### src/rtl/cke_power_map.svh
// timing constants for the cke power-state logic
`ifndef CKE_POWER_MAP_SVH
`define CKE_POWER_MAP_SVH
`define CLK_PERIOD_PS          5000
`define PD_EXIT_TIME_PS        7500
`define PD_EXIT_CYCLES \
  ((`PD_EXIT_TIME_PS + `CLK_PERIOD_PS - 1) / `CLK_PERIOD_PS)
`define SR_EXIT_LOCK_TIME_PS   75000
`define SR_EXIT_CYCLES \
  ((`SR_EXIT_LOCK_TIME_PS + `CLK_PERIOD_PS - 1) / `CLK_PERIOD_PS)
`define REFRESH_PERIOD_NS      7800
`define REFRESH_PERIOD_CYCLES  ((`REFRESH_PERIOD_NS * 1000) / `CLK_PERIOD_PS)
`define REFRESH_MARGIN_CYCLES  4
`define NUM_BANKS              4
`define CNT_W                  12
`endif

### src/rtl/cke_power_pkg.sv
// types shared by both ends of the cke power-state link
package cke_power_pkg;
  typedef enum logic [3:0] {
    CMD_DESELECT, CMD_NOP, CMD_ACTIVE, CMD_READ, CMD_WRITE, CMD_PRECHARGE,
    CMD_BURST_STOP, CMD_REFRESH, CMD_MRS
  } cmd_t;
  typedef enum logic [2:0] {
    PWR_IDLE, PWR_ACTIVE, PWR_POWER_DOWN, PWR_PD_EXIT, PWR_SELF_REFRESH,
    PWR_SR_EXIT
  } pwr_state_t;
  typedef enum logic [1:0] {
    BANK_IDLE, BANK_OPEN, BANK_PRECHARGING
  } bank_state_t;
endpackage

### src/rtl/cke_power_if.sv
// command and cke link between controller and memory
`timescale 1ns/1ps
interface cke_power_if;
  logic       cke;
  logic       cs_n;
  logic       ras_n;
  logic       cas_n;
  logic       we_n;
  logic [1:0] bank_addr;
  logic       auto_pre;
  modport ctrl (output cke, cs_n, ras_n, cas_n, we_n, bank_addr, auto_pre);
  modport mem  (input  cke, cs_n, ras_n, cas_n, we_n, bank_addr, auto_pre);
endinterface

### src/rtl/cke_power_mem.sv
// memory-side cke power-state decoder and bank legality tracker
// Summary of operation
// - normal decode only when cke high twice
// - all banks idle: decode command normally
// - self-refresh entry only from all banks idle; power-down entry also with banks open
// - previous cke low: power-down handling applies
// - cke rise exits power-down, idle or active after delay
// - cke rise in self-refresh wakes receivers
// - controller waits lock time after self-refresh exit
// - legality judged per addressed bank
// - controller respects burst turnaround constraints; here left to the requester
// - precharge of idle bank is no operation
// - refresh and mode set only all idle
// - controller never issues illegal combinations; here it only blocks refresh and mode set with banks open
// - other states use ordinary decode when high
// - self-refresh entry encoding, cke stays low
// - self-refresh exit: nop then hold cke
// - power-down follows cke; only clock receivers live
// - power-down no longer than refresh period
`timescale 1ns/1ps
`include "cke_power_map.svh"
module cke_power_mem
  import cke_power_pkg::*;
(
  input  wire logic       sys_clk_in,
  input  wire logic       reset_n_in,
  cke_power_if.mem        link,
  output pwr_state_t      pwr_state_out,
  output logic            rx_enabled_out,
  output logic            cmd_valid_out,
  output cmd_t            cmd_out,
  output logic [1:0]      cmd_bank_out,
  output logic            illegal_out,
  output logic [3:0]      bank_open_out
);

  function automatic cmd_t decode_cmd(input logic cs_n, input logic ras_n,
                                      input logic cas_n, input logic we_n);
    if (cs_n)
      return CMD_DESELECT;
    case ({ras_n, cas_n, we_n})
      3'h7:    return CMD_NOP;
      3'h3:    return CMD_ACTIVE;
      3'h5:    return CMD_READ;
      3'h4:    return CMD_WRITE;
      3'h2:    return CMD_PRECHARGE;
      3'h6:    return CMD_BURST_STOP;
      3'h1:    return CMD_REFRESH;
      default: return CMD_MRS;
    endcase
  endfunction

  logic                 cke_prev_r;
  pwr_state_t           state_r;
  logic [`CNT_W-1:0]    wait_r;
  bank_state_t          bank_r [`NUM_BANKS];
  cmd_t                 cmd;
  logic                 all_idle;
  logic                 nop_like;
  logic                 illegal_nxt;
  logic                 decode_en;

  assign cmd = decode_cmd(link.cs_n, link.ras_n, link.cas_n, link.we_n);
  assign nop_like = (cmd == CMD_DESELECT) || (cmd == CMD_NOP);

  always_comb begin
    all_idle = 1'b1;
    for (int i = 0; i < `NUM_BANKS; i++) begin
      if (bank_r[i] != BANK_IDLE)
        all_idle = 1'b0;
    end
  end

  // ordinary decode needs cke high on both edges
  assign decode_en = cke_prev_r && link.cke &&
                     (state_r == PWR_IDLE || state_r == PWR_ACTIVE);

  always_ff @(posedge sys_clk_in or negedge reset_n_in) begin
    if (!reset_n_in)
      cke_prev_r <= 1'b0;
    else
      cke_prev_r <= link.cke;
  end

  always_ff @(posedge sys_clk_in or negedge reset_n_in) begin
    if (!reset_n_in) begin
      state_r <= PWR_IDLE;
      wait_r  <= '0;
    end else begin
      case (state_r)
        PWR_IDLE, PWR_ACTIVE: begin
          if (cke_prev_r && !link.cke) begin
            if (all_idle && cmd == CMD_REFRESH)
              state_r <= PWR_SELF_REFRESH;
            else if (nop_like)
              state_r <= PWR_POWER_DOWN;
          end else if (!cke_prev_r && link.cke) begin
            state_r <= all_idle ? PWR_IDLE : PWR_ACTIVE;
          end else if (cke_prev_r) begin
            state_r <= all_idle ? PWR_IDLE : PWR_ACTIVE;
          end
        end
        PWR_POWER_DOWN: begin
          if (link.cke) begin
            state_r <= PWR_PD_EXIT;
            wait_r  <= `CNT_W'(`PD_EXIT_CYCLES - 1);
          end
        end
        PWR_PD_EXIT: begin
          if (wait_r == '0)
            state_r <= all_idle ? PWR_IDLE : PWR_ACTIVE;
          else
            wait_r <= wait_r - `CNT_W'(1);
        end
        PWR_SELF_REFRESH: begin
          if (link.cke) begin
            state_r <= PWR_SR_EXIT;
            wait_r  <= `CNT_W'(`SR_EXIT_CYCLES - 1);
          end
        end
        PWR_SR_EXIT: begin
          if (wait_r == '0)
            state_r <= PWR_IDLE;
          else
            wait_r <= wait_r - `CNT_W'(1);
        end
        default: state_r <= PWR_IDLE;
      endcase
    end
  end

  // receivers gated in power-down and self-refresh until cke rises
  assign rx_enabled_out = link.cke ||
                          (state_r != PWR_POWER_DOWN &&
                           state_r != PWR_SELF_REFRESH);

  always_comb begin
    illegal_nxt = 1'b0;
    if (state_r == PWR_IDLE || state_r == PWR_ACTIVE) begin
      if (cke_prev_r && !link.cke) begin
        if (!all_idle)
          illegal_nxt = !nop_like;
        else
          illegal_nxt = !nop_like && cmd != CMD_REFRESH;
      end else if (decode_en) begin
        case (cmd)
          CMD_REFRESH, CMD_MRS: illegal_nxt = !all_idle;
          CMD_READ, CMD_WRITE:
            illegal_nxt = bank_r[link.bank_addr] != BANK_OPEN;
          CMD_ACTIVE:
            illegal_nxt = bank_r[link.bank_addr] != BANK_IDLE;
          default: illegal_nxt = 1'b0;
        endcase
      end
    end else if (state_r == PWR_SR_EXIT || state_r == PWR_PD_EXIT) begin
      illegal_nxt = !nop_like && cke_prev_r && link.cke;
    end
  end

  always_ff @(posedge sys_clk_in or negedge reset_n_in) begin
    if (!reset_n_in) begin
      for (int i = 0; i < `NUM_BANKS; i++)
        bank_r[i] <= BANK_IDLE;
    end else if (decode_en && !illegal_nxt) begin
      for (int i = 0; i < `NUM_BANKS; i++) begin
        if (bank_r[i] == BANK_PRECHARGING)
          bank_r[i] <= BANK_IDLE;
      end
      case (cmd)
        CMD_ACTIVE: bank_r[link.bank_addr] <= BANK_OPEN;
        CMD_PRECHARGE: begin
          for (int i = 0; i < `NUM_BANKS; i++) begin
            // idle or precharging bank sees no operation
            if ((link.auto_pre || 2'(i) == link.bank_addr) &&
                bank_r[i] == BANK_OPEN)
              bank_r[i] <= BANK_PRECHARGING;
          end
        end
        default: ;
      endcase
    end
  end

  always_ff @(posedge sys_clk_in or negedge reset_n_in) begin
    if (!reset_n_in) begin
      cmd_valid_out <= 1'b0;
      cmd_out       <= CMD_DESELECT;
      cmd_bank_out  <= 2'h0;
      illegal_out   <= 1'b0;
    end else begin
      cmd_valid_out <= decode_en && !nop_like && !illegal_nxt;
      cmd_out       <= decode_en ? cmd : CMD_DESELECT;
      cmd_bank_out  <= link.bank_addr;
      illegal_out   <= illegal_nxt;
    end
  end

  assign pwr_state_out = state_r;

  always_comb begin
    for (int i = 0; i < `NUM_BANKS; i++)
      bank_open_out[i] = bank_r[i] == BANK_OPEN;
  end

endmodule

### src/flat_wrapper.sv
// flat-port wrapper written by rule: the top's interface ports become plain ports
module cke_power_mem_flat import cke_power_pkg::*;
  (sys_clk_in, reset_n_in, pwr_state_out, rx_enabled_out, cmd_valid_out, cmd_out, cmd_bank_out, illegal_out, bank_open_out, link_cke, link_cs_n, link_ras_n, link_cas_n, link_we_n, link_bank_addr, link_auto_pre);
  cke_power_if link_i ();
  input  wire logic sys_clk_in;
  input  wire logic reset_n_in;
  output pwr_state_t pwr_state_out;
  output logic rx_enabled_out;
  output logic cmd_valid_out;
  output cmd_t cmd_out;
  output logic [1:0] cmd_bank_out;
  output logic illegal_out;
  output logic [3:0] bank_open_out;
  input wire logic [$bits(link_i.cke)-1:0] link_cke;
  input wire logic [$bits(link_i.cs_n)-1:0] link_cs_n;
  input wire logic [$bits(link_i.ras_n)-1:0] link_ras_n;
  input wire logic [$bits(link_i.cas_n)-1:0] link_cas_n;
  input wire logic [$bits(link_i.we_n)-1:0] link_we_n;
  input wire logic [$bits(link_i.bank_addr)-1:0] link_bank_addr;
  input wire logic [$bits(link_i.auto_pre)-1:0] link_auto_pre;
  assign link_i.cke = link_cke;
  assign link_i.cs_n = link_cs_n;
  assign link_i.ras_n = link_ras_n;
  assign link_i.cas_n = link_cas_n;
  assign link_i.we_n = link_we_n;
  assign link_i.bank_addr = link_bank_addr;
  assign link_i.auto_pre = link_auto_pre;
  cke_power_mem u_core (.sys_clk_in(sys_clk_in), .reset_n_in(reset_n_in), .link(link_i), .pwr_state_out(pwr_state_out), .rx_enabled_out(rx_enabled_out), .cmd_valid_out(cmd_valid_out), .cmd_out(cmd_out), .cmd_bank_out(cmd_bank_out), .illegal_out(illegal_out), .bank_open_out(bank_open_out));
endmodule
### config.mk
export PLATFORM = sky130hd
export DESIGN_NAME = cke_power_mem_flat
export DESIGN_NICKNAME = d
export VERILOG_FILES = /design/src/rtl/cke_power_pkg.sv /design/src/rtl/cke_power_if.sv /design/src/rtl/cke_power_mem.sv /design/src/flat_wrapper.sv
export VERILOG_INCLUDE_DIRS = /design/src /design/src/rtl
export SDC_FILE = /design/constraint.sdc
export NUM_CORES = 1
export LEC_CHECK = 0
export ABC_AREA = 1
export BUFFER_PORTS_ARGS = -buffer_cell sky130_fd_sc_hd__buf_4
export CAP_MARGIN = 5
export CORE_ASPECT_RATIO = 1.2
export CORE_MARGIN = 2
export CORE_UTILIZATION = 51
export DETAILED_ROUTE_END_ITERATION = 7
export PLACE_DENSITY = 0.73
export SYNTH_ARGS = -nofsm -noshare
export SYNTH_HDL_FRONTEND = slang
export SYNTH_SLANG_ARGS = --single-unit
### constraint.sdc
create_clock -name sys_clk_in -period 1.9 [get_ports sys_clk_in]
set_input_delay 0.57 -clock sys_clk_in [delete_from_list [all_inputs] [get_ports sys_clk_in]]
set_output_delay 0.57 -clock sys_clk_in [all_outputs]
set_load 0.01 [all_outputs]
==> results.cfg, run 1 <==
[placement]
gp_congestion = 0.8480
io_buffer_count = 25
dpl_worst_slack_ps = 38.87
place_hpwl_mm = 3.996
place_area_sq_um = 2502
dp_cells = 398

[timing]
finClkSkew_ps = 9.930
clock.fmax_ghz = 0.5408
fin_crit_sh_pct = 97.32
finalMaxSlewViolations = 0
relSlewSlack_pct = 71.50
period_needed_ps = 1849
worstMarginPinSlew_ps = 427.5
fin_ws_ps = 50.98
setup_viol = 0
hold_viol_final = 0

[drt]
wire_per_inst_um = 13.13
num_vias = 2165
drcViolationCount = 0
postRouteWirelength_mm = 5.424
first_pass_iters = 5
drtIter0Drc = 85
ant_nets = 0
vias_per_cell = 5.242

[die]
dieArea_sq_um = 4948
die_y_um = 76.66
die_w_um = 64.55
io_pins = 26
rows = 26
core_region_area_sq_um = 4229
start_util_pct = 53.05

[synthesis]
synth_compound_area_share_pct = 10.76
async_reset_ff_share_pct = 100.0
synth_fp_nets = 329
synthFlopType = dfrtp_1
synthAdderAreaFrac_pct = 1.673
synth_top_area_share_pct = 35.69
yosysTopAreaCell = dfrtp_1
synth_xor_area_share_pct = 2.342
yosysWarnings = 0
muxShareOfSynthArea_pct = 0
ys_top_cells_by_count = 95 x nand2_1, 38 x nor2_1, 32 x dfrtp_1
synth_top_family_by_area = simple AND/OR/NAND/NOR gates
synth.most_common_cell = nand2_1
syn_avg_cell_area_sq_um = 7.099
synth-seq-area-share_pct = 35.69
synth_area_sq_um = 2243
ys_top_cells_by_area = dfrtp_1 36%, nand2_1 16%, nor2_1 6.4%
yosysUniqueCellTypes = 34
ys_seq_elements = 32
postSynthCellCount = 316
synth_edf_count = 0
synthSimpleGateAreaFrac_pct = 40.83

[critical_path]
startpoint_type = flip-flop
crit_arrival_ps = 1280
rrSetupSlack_ps = 220
critPathKind = reg2out
cp_data_required_time_ps = 1330
endpoint_kind = output port
r2r-start = u_core.wait_r[7]
startpoint = u_core.pwr_state_out[1]
cp_max_fo = 4

[clock_tree]
clk_pin_slew_ps = 80
ctsHtreeMaxLevel = 2
cts-root-buf = clkbuf_8
hold_buffers = 0
numCtsBuffers = 5
tritoncts = built
cts_sinks = 32
clk_latency_ps = 290
clk_path_buf_depth = 2

[power_and_ir_drop]
p_leak_nw = 1.404
p_int_mw = 1.011
combPwrFrac_pct = 7.9
p_seq_share_pct = 50.5
p_switching_mw = 0.3474
vdd_drop_max_mv = 0.4355
p_per_area_nw_per_um2 = 510.4
share_clk_of_total_power_pct = 41.6
swShare_pct = 25.57

[finish]
fin_area_sq_um = 2663
n_antenna_cell = 0
fin_nets = 369
nFillCells = 407
final-instance-count-excl-fill = 413
drive_gt1_share_pct = 22.41
syn2layout_area_growth_pct = 18.68

[global_routing]
grt_max_degree = 33
globalRouteMet1Util_pct = 26.91
grt-busiest-layer = met2
grt_use_met2_pct = 45.42
grt_pass1_wl_mm = 9.411
grt_pass1_vias = 2136
grt-ovfl-total = 0
gr-usage-all-layers_pct = 24.08
antenna_found_initial = 0
use_met3_pct = 4.106

[hold_path]
min_path_type = in2async

[status]
status = finished, final reports clean

[run]
maxCapViolations = 0
==> power groups by stage <==
stage	logic, mW	registers, mW	clock network, mW
floorplan	0.0576	0.701	0
global placement	0.106	0.700	0
detailed placement	0.108	0.700	0
CTS	0.108	0.686	0.584
global route	0.122	0.687	0.609
finish	0.107	0.686	0.565
==> sequential cells by signal, indices dropped and copies added, names as in the netlist <==
signal,flops
u_core.wait_r,12
u_core.bank_r,8
u_core.cmd_out,4
u_core.pwr_state_out,3
u_core.cmd_bank_out,2
u_core.cke_prev_r,1
u_core.cmd_valid_out,1
u_core.illegal_out,1
==> metrics by stage <==
| step | setup TNS [ps] | util [%] | hold WS, ps | total power [mW] |
|---|---|---|---|---|
| detailed placement | 0 | 59.17 | 506.6 | 0.8073 |
| global route | -0.01554 | 62.96 | 238.7 | 1.418 |
| floorplan | 0 | - | 274.4 | 0.7590 |
| global placement | 0 | 59.17 | 501.6 | 0.8057 |
| finish | 0 | 62.96 | 219.2 | 1.359 |
| CTS | 0 | 62.01 | 224.8 | 1.378 |
==> cell type report <==
type	instances	area (sq um)	area share, %
clock buffers	6	82.58	3.102
clock inverters	2	15.01	0.5639
inverters	37	143.9	5.404
multi-input cells	241	1255	47.13
flip-flops and latches	32	803.3	30.17
well taps	56	70.07	2.632
repair buffers	39	292.8	11.00
==> timing repair <==
item	CTS	global route
buffers inserted	2	5
gates resized for setup	3	1
endpoints found under the setup margin	1	1
pin swaps	0	5
==> layout by cell type, fill, tap and decap left out, drive strengths merged <==
cell / n
a2111oi: 2
a21oi: 14
buf: 39
clkbuf: 6
clkinvlp: 2
dfrtp: 32
ha: 3
inv: 37
nand2: 103
nand3: 25
nand3b: 1
nand4: 11
nor2: 44
nor3: 9
nor4: 1
o211ai: 1
o21ai: 18
o221ai: 3
xor2: 6
==> path summary, 6_finish.rpt <==
path	cells past startpoint	endpoint
min in group sys_clk_in	1	u_core.cke_prev_r
hold / removal	1	u_core.cmd_out[2]
max in group asynchronous	1	u_core.pwr_state_out[1]
setup reg to reg	10	u_core.wait_r[3]
setup / recovery	5	rx_enabled_out
hold reg to reg	2	u_core.wait_r[9]
==> per-layer routing <==
metal	wire length [um]	share of wire [%]
met1	2212	41
met3	107	2.0
met4	82	1.5
met5	0	0
met2	3021	56
==> critical path: stages, from the launching register on <==
cell and delay, ps:
dfrtp_2 460, nand2_2 110, nand2_4 60, nor2_4 140, nand2_4 70, buf_4 140
==> kinds of logic (layout without fill, tap and decap cells) <==
| kind of cell | after synthesis | in the layout |
|---|---|---|
| XOR/XNOR | 6 | 6 |
| flip-flops | 32 | 32 |
| AO/OA/AOI/OAI | 38 | 38 |
| buffers and inverters | 43 | 84 |
| adder cells (fa/ha/maj) | 3 | 3 |
| AND/OR/NAND/NOR | 194 | 194 |
Power figures use the tool's default switching activity.
==> run 2: changes to the inputs <==
Settings changed: CORE_UTILIZATION 51 to 58, PLACE_DENSITY 0.73 to 0.81, RECOVER_POWER set to 25.
==> results.cfg, run 2 (synthesis results as in run 1) <==
[finish]
n_antenna_cell = 0
regMostFlops = u_core.wait_r
fin_util_pct = 73.29
largest_register_ffs = 12
drive_gt1_share_pct = 21.97
nFillCells = 298
reg_top3 = u_core.wait_r x12, u_core.bank_r x8, u_core.cmd_out x4
final_cell_mix = 94 x nand2_1, 38 x nor2_1, 34 x buf_4, 31 x inv_1, 30 x dfrtp_1
final_common_cell = nand2_1
syn2layout_area_growth_pct = 19.69
fin_nets = 367
fin_area_sq_um = 2685

[run]
maxCapViolations = 0

[timing]
finalMaxSlewViolations = 0
hold_viol_final = 0
whs_ps = 364.2
rsz0062_at_grt = true
setup_tns_ps = 0
period_needed_ps = 1867
clock.fmax_ghz = 0.5357
fin_crit_sh_pct = 98.25
setup_viol = 0
relSlewSlack_pct = 46.16
finClkSkew_ps = 6.924
worstMarginPinSlew_ps = 807.6

[clock_tree]
clk_latency_ps = 280
clk_path_buf_depth = 2
hold_buffers = 0
cts-root-buf = clkbuf_8
tritoncts = built
ctsHtreeMaxLevel = 2
numCtsBuffers = 5
cts_sinks = 32
clk_pin_slew_ps = 70

[status]
status = finished, final reports clean

[placement]
place_area_sq_um = 2517
gp_congestion = 0.8435
io_buffer_count = 25
place_hpwl_mm = 3.765

[critical_path]
crit_arrival_ps = 1300
endpoint_kind = output port
critPathBufInv = 2
startpoint_type = flip-flop
critPathKind = reg2out
cp_top_family = flip-flops
cp_max_fo = 6
worst_path_largest_cell_delay_ps = 460
worstPathCellList = nor2_4 > inv_4 > nand2_4 > nor2_4 > nand2_4 > buf_6
cp_data_required_time_ps = 1330
cp_slowest_cell = dfrtp_2

[power_and_ir_drop]
vdd_drop_max_mv = 0.4007
power_mw = 1.507
p_leak_nw = 1.420
p_per_area_nw_per_um2 = 561.2

[die]
dieArea_sq_um = 4384
start_util_pct = 61.24
die_w_um = 60.78
rows = 24
die_y_um = 72.13
io_pins = 26
core_region_area_sq_um = 3664

[global_routing]
grt-ovfl-total = 0
antenna_found_initial = 0
grt_max_degree = 33
grt_pass1_wl_mm = 8.838
gr-usage-all-layers_pct = 26.29
grt_pass1_vias = 2019

[drt]
postRouteWirelength_mm = 5.095
first_pass_iters = 4
drtIter0Drc = 111
num_vias = 2189
wire_per_inst_um = 12.52
ant_nets = 0
drcViolationCount = 0
vias_per_cell = 5.378

[hold_path]
min_path_type = in2async
[run 2: cell types whose count changed in the layout (fill, tap and decap cells not counted)]
| cell | delta |
|---|---|
| buf_12 | +1 |
| buf_4 | -5 |
| buf_6 | +1 |
| bufinv_16 | +1 |
| clkbuf_2 | +1 |
| clkbuf_8 | +1 |
| clkinvlp_4 | -2 |
[run 2: layout make-up]
cell class | instances | area (sq um) | area share (%)
Clock buffer | 7 | 96.34 | 3.588
Clock inverter | 1 | 30.03 | 1.118
Inverter | 37 | 143.9 | 5.359
Multi-Input combinational cell | 241 | 1255 | 46.74
Sequential cell | 32 | 803.3 | 29.92
Tap cell | 52 | 65.06 | 2.423
Timing Repair Buffer | 37 | 291.5 | 10.86
[run 2: power by group]
| part | switching (mW) | internal [mW] |
|---|---|---|
| clock network | 0.254 | 0.463 |
| registers | 0.00177 | 0.685 |
| logic | 0.0727 | 0.0312 |
| total | 0.328 | 1.18 |
[run 2: per-stage QoR]
step	std cells	setup WS, ps
final	407	33.22
after global routing	407	-36.74
after CTS	403	12.86
after detailed placement	395	40.78
after global placement	395	81.35
after floorplan	316	302.8
[run 2: what timing repair did]
item | in CTS | in global routing
buffers inserted | 0 | 4
setup endpoints to repair | 1 | 1
pin swaps | 0 | 5
gates resized for setup | 3 | 2
gates cloned | 0 | 0
[run 2: worst paths after layout]
| check | startpoint | end | slack (ps) | depth (start not counted) |
|---|---|---|---|---|
| setup reg to reg | u_core.bank_r[2] | u_core.bank_r[4] | 210 | 10 |
| hold reg to reg | u_core.wait_r[9] | u_core.wait_r[9] | 520 | 2 |
| hold / removal | reset_n_in | u_core.cmd_out[2] | 360 | 1 |
| min in group sys_clk_in | link_cke | u_core.cke_prev_r | 430 | 1 |
| max in group asynchronous | reset_n_in | u_core.pwr_state_out[2] | 970 | 1 |
| setup / recovery | u_core.pwr_state_out[2] | rx_enabled_out | 30 | 6 |
[run 2: routing by layer]
| metal | routed length [um] | GRT usage [%] |
|---|---|---|
| met1 | 2157 | 31.96 |
| met2 | 2652 | 44.68 |
| met3 | 205 | 5.169 |
| met4 | 80 | 10.63 |
| met5 | 0 | 0 |
==> run 3: changes to the inputs <==
Settings changed: RECOVER_POWER 25 to 100.
==> results.cfg, run 3 (synthesis results as in run 1) <==
[finish]
largest_register_ffs = 12
regMostFlops = u_core.wait_r
fin_nets = 367
n_antenna_cell = 0
final-instance-count-excl-fill = 407
drive_gt1_share_pct = 19.72
syn2layout_area_growth_pct = 17.74
final_cell_mix = 94 x nand2_1, 38 x nor2_1, 31 x inv_1, 30 x dfrtp_1, 26 x buf_4
reg_top3 = u_core.wait_r x12, u_core.bank_r x8, u_core.cmd_out x4
final_common_cell = nand2_1

[drt]
num_vias = 2192
postRouteWirelength_mm = 5.112
drtIter0Drc = 134
wire_per_inst_um = 12.56
first_pass_iters = 4
drcViolationCount = 0
ant_nets = 0
vias_per_cell = 5.386

[clock_tree]
clk_pin_slew_ps = 70
numCtsBuffers = 5
clk_path_buf_depth = 2
ctsHtreeMaxLevel = 2
tritoncts = built
clk_latency_ps = 290
hold_buffers = 0
cts_sinks = 32
cts-root-buf = clkbuf_8

[global_routing]
grt_pass1_vias = 2019
grt_pass1_wl_mm = 8.838
grt-ovfl-total = 0
gr-usage-all-layers_pct = 26.29
grt_max_degree = 33
antenna_found_initial = 0

[timing]
rsz0062_at_grt = true
worstMarginPinSlew_ps = 795.6
fin_crit_sh_pct = 98.54
finalMaxSlewViolations = 0
hold_viol_final = 0
period_needed_ps = 1872
relSlewSlack_pct = 46.96
setup_viol = 0
finClkSkew_ps = 7.632
fin_ws_ps = 27.65
whs_ps = 358.1
clock.fmax_ghz = 0.5341

[critical_path]
cp_data_required_time_ps = 1330
critPathKind = reg2out
startpoint_type = flip-flop
cp_max_fo = 6
crit_arrival_ps = 1300
endpoint_kind = output port

[power_and_ir_drop]
vdd_drop_max_mv = 0.4077
p_leak_nw = 1.364
power_mw = 1.503
p_per_area_nw_per_um2 = 569.0

[placement]
gp_congestion = 0.8435
io_buffer_count = 25
dp_cells = 395
dpl_worst_slack_ps = 40.78
place_hpwl_mm = 3.765

[run]
maxCapViolations = 0

[die]
io_pins = 26
dieArea_sq_um = 4384
core_region_area_sq_um = 3664
start_util_pct = 61.24
die_y_um = 72.13
die_w_um = 60.78
rows = 24

[status]
status = finished, final reports clean

[hold_path]
min_path_type = in2async
run 3: cell types whose count changed in the layout (fill, tap and decap cells not counted):
cell | before | now
buf_4 | 34 | 26
clkbuf_1 | 0 | 8
nor2_2 | 2 | 3
nor2_8 | 1 | 0
run 3: power by group:
part / total, mW / switching (mW) / internal (mW)
Sequential: 0.687 / 0.00171 / 0.685
Clock: 0.716 / 0.253 / 0.462
Combinational: 0.100 / 0.0713 / 0.0287
Total: 1.50 / 0.327 / 1.18
run 3: routing by layer:
layer / wire, um / track usage (%) / up-vias
met5: 0 / 0 / -
met4: 87 / 10.63 / 0
met3: 165 / 5.169 / 10
met2: 2685 / 44.68 / 50
met1: 2174 / 31.96 / 1024
li1: - / - / 1108
run 3: what timing repair did:
item	4_1_cts	5_1_grt
setup endpoints to repair	1	1
pin swaps	0	5
cloned	0	0
resized for setup	3	2
buffers inserted	0	4
run 3: final cells by class:
| cell class | instances | area, sq um |
|---|---|---|
| clock buffer | 7 | 96.34 |
| clock inverter | 1 | 30.03 |
| fill | 310 | 1022 |
| inverter | 37 | 143.9 |
| multi-input combinational | 241 | 1241 |
| sequential | 32 | 803.3 |
| tap | 52 | 65.06 |
| timing repair buffer | 37 | 261.5 |
run 3: worst paths after layout:
kind	start	endpoint	slack, ps	depth (start not counted)
min reg2reg	u_core.wait_r[9]	u_core.wait_r[9]	520	2
max	u_core.pwr_state_out[2]	rx_enabled_out	30	6
max in group asynchronous	reset_n_in	u_core.pwr_state_out[2]	980	1
min	reset_n_in	u_core.cmd_out[2]	360	1
min in group sys_clk_in	link_cke	u_core.cke_prev_r	430	1
max reg2reg	u_core.pwr_state_out[2]	u_core.cmd_out[2]	60	6
run 3: stage by stage:
step           utilization (%)  instance area [sq um]  setup TNS (ps)
2_1_floorplan                -                   2243               0
3_3_place_gp             68.72                   2517               0
3_5_place_dp             68.72                   2517               0
4_1_cts                  72.37                   2651               0
5_1_grt                  72.10                   2641          -63.48
6_report                 72.10                   2641               0
run 3: worst max-delay path, cell delays in order (launching register included):
cell and delay [ps]:
dfrtp_2 460, nor2_4 170, inv_4 50, nand2_4 70
nor2_4 50, nand2_4 110, buf_6 110
